<file path="src/fan_status_params.svh">
/*
 * Register offsets, field positions, reset values and decode constants
 * for the fan status and automatic fan start/span register subset.
 * Assumes inclusion by bare name from the design module only.
 */
`ifndef FAN_STATUS_PARAMS_SVH
`define FAN_STATUS_PARAMS_SVH

// ============================================================
// Register offsets
`define ADDR_FAN_TEMP_STATUS        8'h02
`define ADDR_LOCAL_TEMP_OFFSET      8'h0d
`define ADDR_LOCAL_AUTOFAN_SPAN     8'h24
`define ADDR_REMOTE_AUTOFAN_SPAN    8'h25

// ============================================================
// Reset values
`define RST_FAN_TEMP_STATUS         8'h00
`define RST_LOCAL_TEMP_OFFSET       8'h00
`define RST_LOCAL_AUTOFAN_SPAN      8'h41
`define RST_REMOTE_AUTOFAN_SPAN     8'h61

// ============================================================
// Status bit positions
`define BIT_ALARM_SPEED             0
`define BIT_FAN_FAULT               1
`define BIT_REMOTE_HIGH             2

// ============================================================
// Start field <7:3> in 4-degree steps, span field <2:0>
`define START_MSB                   7
`define START_LSB                   3
`define SPAN_MSB                    2
`define SPAN_LSB                    0
`define SPAN_CODE_5C                3'h0
`define SPAN_CODE_10C               3'h1
`define SPAN_CODE_20C               3'h2
`define SPAN_CODE_40C               3'h3
`define SPAN_CODE_80C               3'h4
`define SPAN_5C                     8'h05
`define SPAN_10C                    8'h0a
`define SPAN_20C                    8'h14
`define SPAN_40C                    8'h28
`define SPAN_80C                    8'h50

`endif

</file>
<file path="src/fan_status_pkg.sv">
/*
 * Types shared by the fan status register block.
 * Assumes the parameter header is on the include path.
 */
package fan_status_pkg;

    // ============================================================
    // Host register access, one request per cycle
    typedef struct packed {
        logic [7:0] addr;
        logic       wr;
        logic       rd;
        logic [7:0] wdata;
    } reg_req_t;

    // ============================================================
    // Monitoring-cycle inputs from the measurement logic
    typedef struct packed {
        logic       tick;
        logic       fan_at_alarm;
        logic       fan_failed;
        logic [7:0] remote_temp;
        logic [7:0] remote_high_limit;
    } mon_in_t;

    // ============================================================
    // Decoded automatic control settings, degrees C
    typedef struct packed {
        logic [7:0] start_c;
        logic [7:0] span_c;
        logic [8:0] full_c;
    } autofan_t;

endpackage

</file>
<file path="src/fan_status_regs.sv">
/*
 * Fan status flags, local/remote automatic fan start and span registers
 * and the local temperature offset register, with host register access.
 * Assumes the serial host link is decoded elsewhere into one-cycle read
 * and write strobes on I_CLK, and that monitoring inputs are on I_CLK.
 */
// Functional notes
// - Status bit 0 is set when the fan is driven at alarm speed.
// - Once status bit 0 is read it is not set again on the next monitoring cycle.
// - Status bit 1 is set when the fan is stalled or under speed.
// - Once status bit 1 is read it is set again on the next monitoring cycle if the fault remains.
// - Status bit 2 is set when the remote temperature exceeds its high limit.
// - The status register at 0x02 is read-only and resets to all zeros.
// - Local start temperature is bits 7..3 in 4-degree steps, 0 to 124 degrees.
// - Local span bits 2..0 decode 0..4 to 5, 10, 20, 40 and 80 degrees.
// - Register 0x24 is read/write and resets to 0x41.
// - Bits 7..3 of register 0x25 hold the remote-driven start temperature.
// - The local offset register at 0x0d resets to zero.
`timescale 1ns/1ps
`include "fan_status_params.svh"

module fan_status_regs
    import fan_status_pkg::*;
(
    input  wire logic     I_CLK,
    input  wire logic     I_RST,
    input  wire reg_req_t I_REG_REQ,
    input  wire mon_in_t  I_MON,
    output logic [7:0]    O_REG_RDATA,
    output logic [7:0]    O_LOCAL_OFFSET,
    output autofan_t      O_LOCAL_AUTOFAN,
    output autofan_t      O_REMOTE_AUTOFAN
);

    // ============================================================
    // Span decode; codes above 4 saturate at the widest span
    function automatic logic [7:0] span_decode(input logic [2:0] code);
        logic [7:0] r;
        unique case (code)
            `SPAN_CODE_5C:  r = `SPAN_5C;
            `SPAN_CODE_10C: r = `SPAN_10C;
            `SPAN_CODE_20C: r = `SPAN_20C;
            `SPAN_CODE_40C: r = `SPAN_40C;
            default:        r = `SPAN_80C;
        endcase
        return r;
    endfunction

    // Start code times four, full-drive point is start plus span
    function automatic autofan_t autofan_decode(input logic [7:0] r);
        autofan_t a;
        a.start_c = {r[`START_MSB:`START_LSB], 3'h0} >> 1;
        a.span_c  = span_decode(r[`SPAN_MSB:`SPAN_LSB]);
        a.full_c  = {1'b0, a.start_c} + {1'b0, a.span_c};
        return a;
    endfunction

    // ============================================================
    // Register state
    logic [2:0] status_q, status_d;
    logic       alarm_hold_q, alarm_hold_d;
    logic [7:0] offset_q, offset_d;
    logic [7:0] local_q, local_d;
    logic [7:0] remote_q, remote_d;
    logic [7:0] rdata_q, rdata_d;
    autofan_t   local_af_q, local_af_d;
    autofan_t   remote_af_q, remote_af_d;

    logic status_rd;
    logic set_alarm;
    logic set_fault;
    logic set_remote;
    logic remote_over;

    // Temperatures are two's complement
    assign remote_over = $signed(I_MON.remote_temp) > $signed(I_MON.remote_high_limit);
    assign status_rd   = I_REG_REQ.rd && (I_REG_REQ.addr == `ADDR_FAN_TEMP_STATUS);
    assign set_alarm   = I_MON.tick && I_MON.fan_at_alarm && !alarm_hold_q;
    assign set_fault   = I_MON.tick && I_MON.fan_failed;
    assign set_remote  = I_MON.tick && remote_over;

    // ============================================================
    // Status flags: read clears, a set in the same cycle wins
    always_comb begin
        status_d = status_q;
        alarm_hold_d = alarm_hold_q;
        if (status_rd) begin
            status_d = 3'h0;
            // Hold off re-assertion only if the host saw the flag
            if (status_q[`BIT_ALARM_SPEED]) begin
                alarm_hold_d = 1'b1;
            end
        end
        // Hold-off ends once a monitoring cycle finds the fan off alarm speed
        if (I_MON.tick && !I_MON.fan_at_alarm) begin
            alarm_hold_d = 1'b0;
        end
        if (set_alarm) begin
            status_d[`BIT_ALARM_SPEED] = 1'b1;
        end
        if (set_fault) begin
            status_d[`BIT_FAN_FAULT] = 1'b1;
        end
        if (set_remote) begin
            status_d[`BIT_REMOTE_HIGH] = 1'b1;
        end
    end

    always_ff @(posedge I_CLK) begin
        if (I_RST) begin
            status_q     <= 3'h0;
            alarm_hold_q <= 1'b0;
        end else begin
            status_q     <= status_d;
            alarm_hold_q <= alarm_hold_d;
        end
    end

    // ============================================================
    // Writable registers; writes to the status offset are dropped
    always_comb begin
        offset_d = offset_q;
        local_d  = local_q;
        remote_d = remote_q;
        if (I_REG_REQ.wr) begin
            unique case (I_REG_REQ.addr)
                `ADDR_LOCAL_TEMP_OFFSET:   offset_d = I_REG_REQ.wdata;
                `ADDR_LOCAL_AUTOFAN_SPAN:  local_d  = I_REG_REQ.wdata;
                `ADDR_REMOTE_AUTOFAN_SPAN: remote_d = I_REG_REQ.wdata;
                default: ;
            endcase
        end
    end

    always_ff @(posedge I_CLK) begin
        if (I_RST) begin
            offset_q <= `RST_LOCAL_TEMP_OFFSET;
            local_q  <= `RST_LOCAL_AUTOFAN_SPAN;
            remote_q <= `RST_REMOTE_AUTOFAN_SPAN;
        end else begin
            offset_q <= offset_d;
            local_q  <= local_d;
            remote_q <= remote_d;
        end
    end

    // ============================================================
    // Read data, registered; unmapped offsets read zero
    always_comb begin
        rdata_d = rdata_q;
        if (I_REG_REQ.rd) begin
            unique case (I_REG_REQ.addr)
                `ADDR_FAN_TEMP_STATUS:     rdata_d = {5'h00, status_q};
                `ADDR_LOCAL_TEMP_OFFSET:   rdata_d = offset_q;
                `ADDR_LOCAL_AUTOFAN_SPAN:  rdata_d = local_q;
                `ADDR_REMOTE_AUTOFAN_SPAN: rdata_d = remote_q;
                default:                   rdata_d = 8'h00;
            endcase
        end
    end

    // ============================================================
    // Decoded settings for the control loop, one cycle behind the registers
    always_comb begin
        local_af_d  = autofan_decode(local_q);
        remote_af_d = autofan_decode(remote_q);
    end

    always_ff @(posedge I_CLK) begin
        if (I_RST) begin
            rdata_q     <= 8'h00;
            local_af_q  <= autofan_decode(`RST_LOCAL_AUTOFAN_SPAN);
            remote_af_q <= autofan_decode(`RST_REMOTE_AUTOFAN_SPAN);
        end else begin
            rdata_q     <= rdata_d;
            local_af_q  <= local_af_d;
            remote_af_q <= remote_af_d;
        end
    end

    assign O_REG_RDATA      = rdata_q;
    assign O_LOCAL_OFFSET   = offset_q;
    assign O_LOCAL_AUTOFAN  = local_af_q;
    assign O_REMOTE_AUTOFAN = remote_af_q;
endmodule

</file>
<file path="config.mk">
export PLATFORM = sky130hd
export DESIGN_NAME = fan_status_regs
export DESIGN_NICKNAME = d
export VERILOG_FILES = /design/src/fan_status_pkg.sv /design/src/fan_status_regs.sv
export VERILOG_INCLUDE_DIRS = /design/src
export SDC_FILE = /design/constraint.sdc
export NUM_CORES = 1
export LEC_CHECK = 0
export BUFFER_PORTS_ARGS = -buffer_cell sky130_fd_sc_hd__buf_2
export CAP_MARGIN = 5
export CORE_MARGIN = 3
export CORE_UTILIZATION = 54
export DETAILED_ROUTE_END_ITERATION = 8
export GPL_TIMING_DRIVEN = 0
export PLACE_DENSITY = 0.85
export SETUP_SLACK_MARGIN = 0.1
export SYNTH_ARGS = -nofsm -noshare
export SYNTH_HDL_FRONTEND = slang
export SYNTH_SLANG_ARGS = --single-unit
</file>
<file path="constraint.sdc">
create_clock -name I_CLK -period 4.2 [get_ports I_CLK]
set_clock_uncertainty 0.05 [all_clocks]
set_input_delay 0.21 -clock I_CLK [delete_from_list [all_inputs] [get_ports I_CLK]]
set_output_delay 0.21 -clock I_CLK [all_outputs]
set_load 0.03 [all_outputs]
</file>
==> impl_metrics.toml <==
[timing]
fmax_mhz = 448
rsz0062_at_grt = "no"
setup_tns_ns = 0
finalSetupViolCount = 0
worst_slack_ns = 1.97
finalCriticalPeriod_ns = 2.23
maxSlewViolCount = 0
fin_crit_sh = 0.531
worst_pin_slew_ns = 0.606
relSlewSlack = 0.596
hold_viol = 0

[logic_synthesis]
syn_area_per_cell_sq_um = 9.65
synth_warnings = 0
async_reset_ff_frac = 0
syn-cell-area_sq_mm = 0.00316
synth_edf_count = 0
synth_cells = 328
synthFlopType = "dfxtp_1"
yosysUniqueCellTypes = 52
ys_seq_area_frac = 0.456
synth-seq-cells = 72

[pwr]
ir_drop_mv = 0.300
power.leakage_nw = 2.02
power.density_mw_per_mm2 = 364
p_total_mw = 1.45

[global_routing]
antenna_found_initial = 0
grt_overflow_total = 0
gr-usage-all-layers = 0.242
grt-busiest-layer = "met2"
use_met1 = 0.292
met3_usage = 0.0716
grtUsageMet2 = 0.405
grt_max_degree = 13
grt_pass1_wl_microns = 12200
grt_pass1_vias = 2580

[detailed_routing]
drt_iter0_drc = 155
vias = 2761
drt_pass1_iterations = 5
drcViolationCount = 0
vias_per_cell = 5.33
antenna_left = 0
drt_wl_total_microns = 7940
wl_per_cell_microns = 15.3

[placed_design]
place_inst = 502
io_buffers = 93
dp_slack_ns = 2.07
placed_cell_area_sq_mm = 0.00375
finalWeightedCongestion = 0.859
detailed_place_hpwl_microns = 5840

[finish]
n_antenna_cell = 0
regArea_sq_mm = 0.00144
finalNonFillerCells = 518
fillers = 435
final_common_cell = "buf_2"
layout-drive-gt1-share = 0.298
multiInputGateArea_sq_mm = 0.00150
final_cell_mix = "buf_2, dfxtp_1, nor2_1"
syn_to_final_growth_pct = 26.4
fin_nets = 500
design_area_sq_mm = 0.00400

[outcome]
run_status = "complete, no violations"

[setup_path]
criticalPathCategory = "register to register"
crit_fanout = 10
slowest_delay_ns = 0.42
cp.arrival_ns = 2.40
path_delay_family = "adder cells"
critPathBufInv = 1
crit_path_cell_trace = "clkbuf_1, nor2_1, ha_1, fa_1, a21o_1, a21oi_1, xor2_1, nor2_1"
worstPathRequired_ns = 4.36
start_kind = "register"
cp_slowest_cell = "fa_1"
end_kind = "register"
critPathMostFrequentCell = "nor2_1"

[clocking]
insertion_delay_ns = 0.35
cts_hold_buf = 0
cts_sinks = 72
clkSlewWorstSetupHoldPaths_ns = 0.08
cts_tree = "built"
htreeDepth = 3
cts_setup_buffers = 0
cts_buffers = 9
cts_root_buf = "clkbuf_8"
clock_path_buffers = 2
postCtsResizedCells = 0

[floorplanning]
rows = 27
die_y_microns = 82.6
core_area_sq_mm = 0.00557
dieArea_sq_mm = 0.00681
initial_core_util = 0.568
dieWidth_microns = 82.6
ios = 105

[flow_run]
maxCapViolCount = 0

[worst_hold_path]
hold_class = "input port to register"
-- cells by family (layout without fill, tap and decap cells) --
| logic type | after synthesis | after routing | synth area share |
|---|---|---|---|
| AO/OA/AOI/OAI | 61 | 61 | 0.138 |
| XOR/XNOR | 4 | 4 | 0.0111 |
| adder cells (fa/ha/maj) | 20 | 20 | 0.0838 |
| buffers and inverters | 51 | 160 | 0.0803 |
| flip-flops | 72 | 72 | 0.456 |
| multiplexers | 19 | 19 | 0.0601 |
| other | 1 | 10 | 0.00119 |
| AND/OR/NAND/NOR | 100 | 100 | 0.170 |
-- cells in the mapped netlist, types with 2 or more instances --
master     instances  area share
nor2b_1           13       0.026
a21oi_1           16       0.025
nand2b_1           2      0.0040
buf_4             16       0.038
dfxtp_1           72        0.46
nand4_1            2      0.0040
a22o_1             8       0.022
a22oi_1            4      0.0095
inv_1             22       0.026
fa_1               2       0.013
clkbuf_1           9       0.011
o22ai_1            3      0.0059
o2bb2ai_1          5       0.014
mux2i_1           19       0.060
buf_2              2      0.0032
and3_1             2      0.0040
o21ai_0            5      0.0079
nor3_1            10       0.016
a31oi_1            2      0.0040
xnor2_1            3      0.0083
o211a_1            2      0.0063
nand3_1           11       0.017
ha_1              18       0.071
a21o_1             5       0.012
and2_1             4      0.0079
nand2_1           19       0.023
nor4_1             2      0.0040
nor2_1            26       0.031
-- per-stage QoR --
| step | hold WS [ns] | utilization |
|---|---|---|
| 3_5_place_dp | 0.413 | 0.673 |
| 6_report | 0.0694 | 0.717 |
| 2_1_floorplan | 0.300 | - |
| 3_3_place_gp | 0.407 | 0.673 |
| 5_1_grt | 0.0838 | 0.717 |
| 4_1_cts | 0.0659 | 0.717 |
-- state kept, by name (all words and copies together) (netlist names) --
register / count
O_LOCAL_AUTOFAN: 18
O_REMOTE_AUTOFAN: 18
O_LOCAL_OFFSET: 8
O_REG_RDATA: 8
local_q: 8
remote_q: 8
status_q: 3
alarm_hold_q: 1
-- worst paths after layout --
path	start	slack (ns)	end	cells after the start
worst max-delay path	remote_q[2]$_SDFFE_PP0P_	1.97	O_REMOTE_AUTOFAN[6]$_SDFF_PP0_	8
worst min-delay path	I_MON[16]	0.07	status_q[1]$_SDFFE_PP0P_	3
worst max register to register	remote_q[2]$_SDFFE_PP0P_	1.97	O_REMOTE_AUTOFAN[6]$_SDFF_PP0_	8
worst min register to register	O_LOCAL_OFFSET[3]$_SDFFE_PP0P_	0.43	O_LOCAL_OFFSET[3]$_SDFFE_PP0P_	2
-- worst min-delay path: cells and delay by family --
family,cells,cell delay (ns)
buf+inv,1,0.08
simple gates,1,0.08
compound gates,1,0.07
-- power by group --
group	leakage, nW	internal, mW	switching [mW]
Combinational	1.32	0.0383	0.0613
Clock	0.124	0.411	0.256
Sequential	0.581	0.685	0.00193
Total	2.02	1.13	0.319
-- metal layers --
layer | vias to the layer above | part of all wire
li1 | 1340 | -
met3 | 18 | 0.097
met4 | 0 | 0.024
met5 | - | 0
met1 | 1267 | 0.39
met2 | 136 | 0.49
-- area by class of cell --
cell class	instances	share of cell area
Multi-Input combinational cell	214	0.376
Inverter	23	0.0216
Clock inverter	5	0.0260
Clock buffer	11	0.0354
Timing Repair Buffer	93	0.116
Buffer	28	0.0419
Tap cell	72	0.0225
Sequential cell	72	0.360
Power figures use the tool's default switching activity.
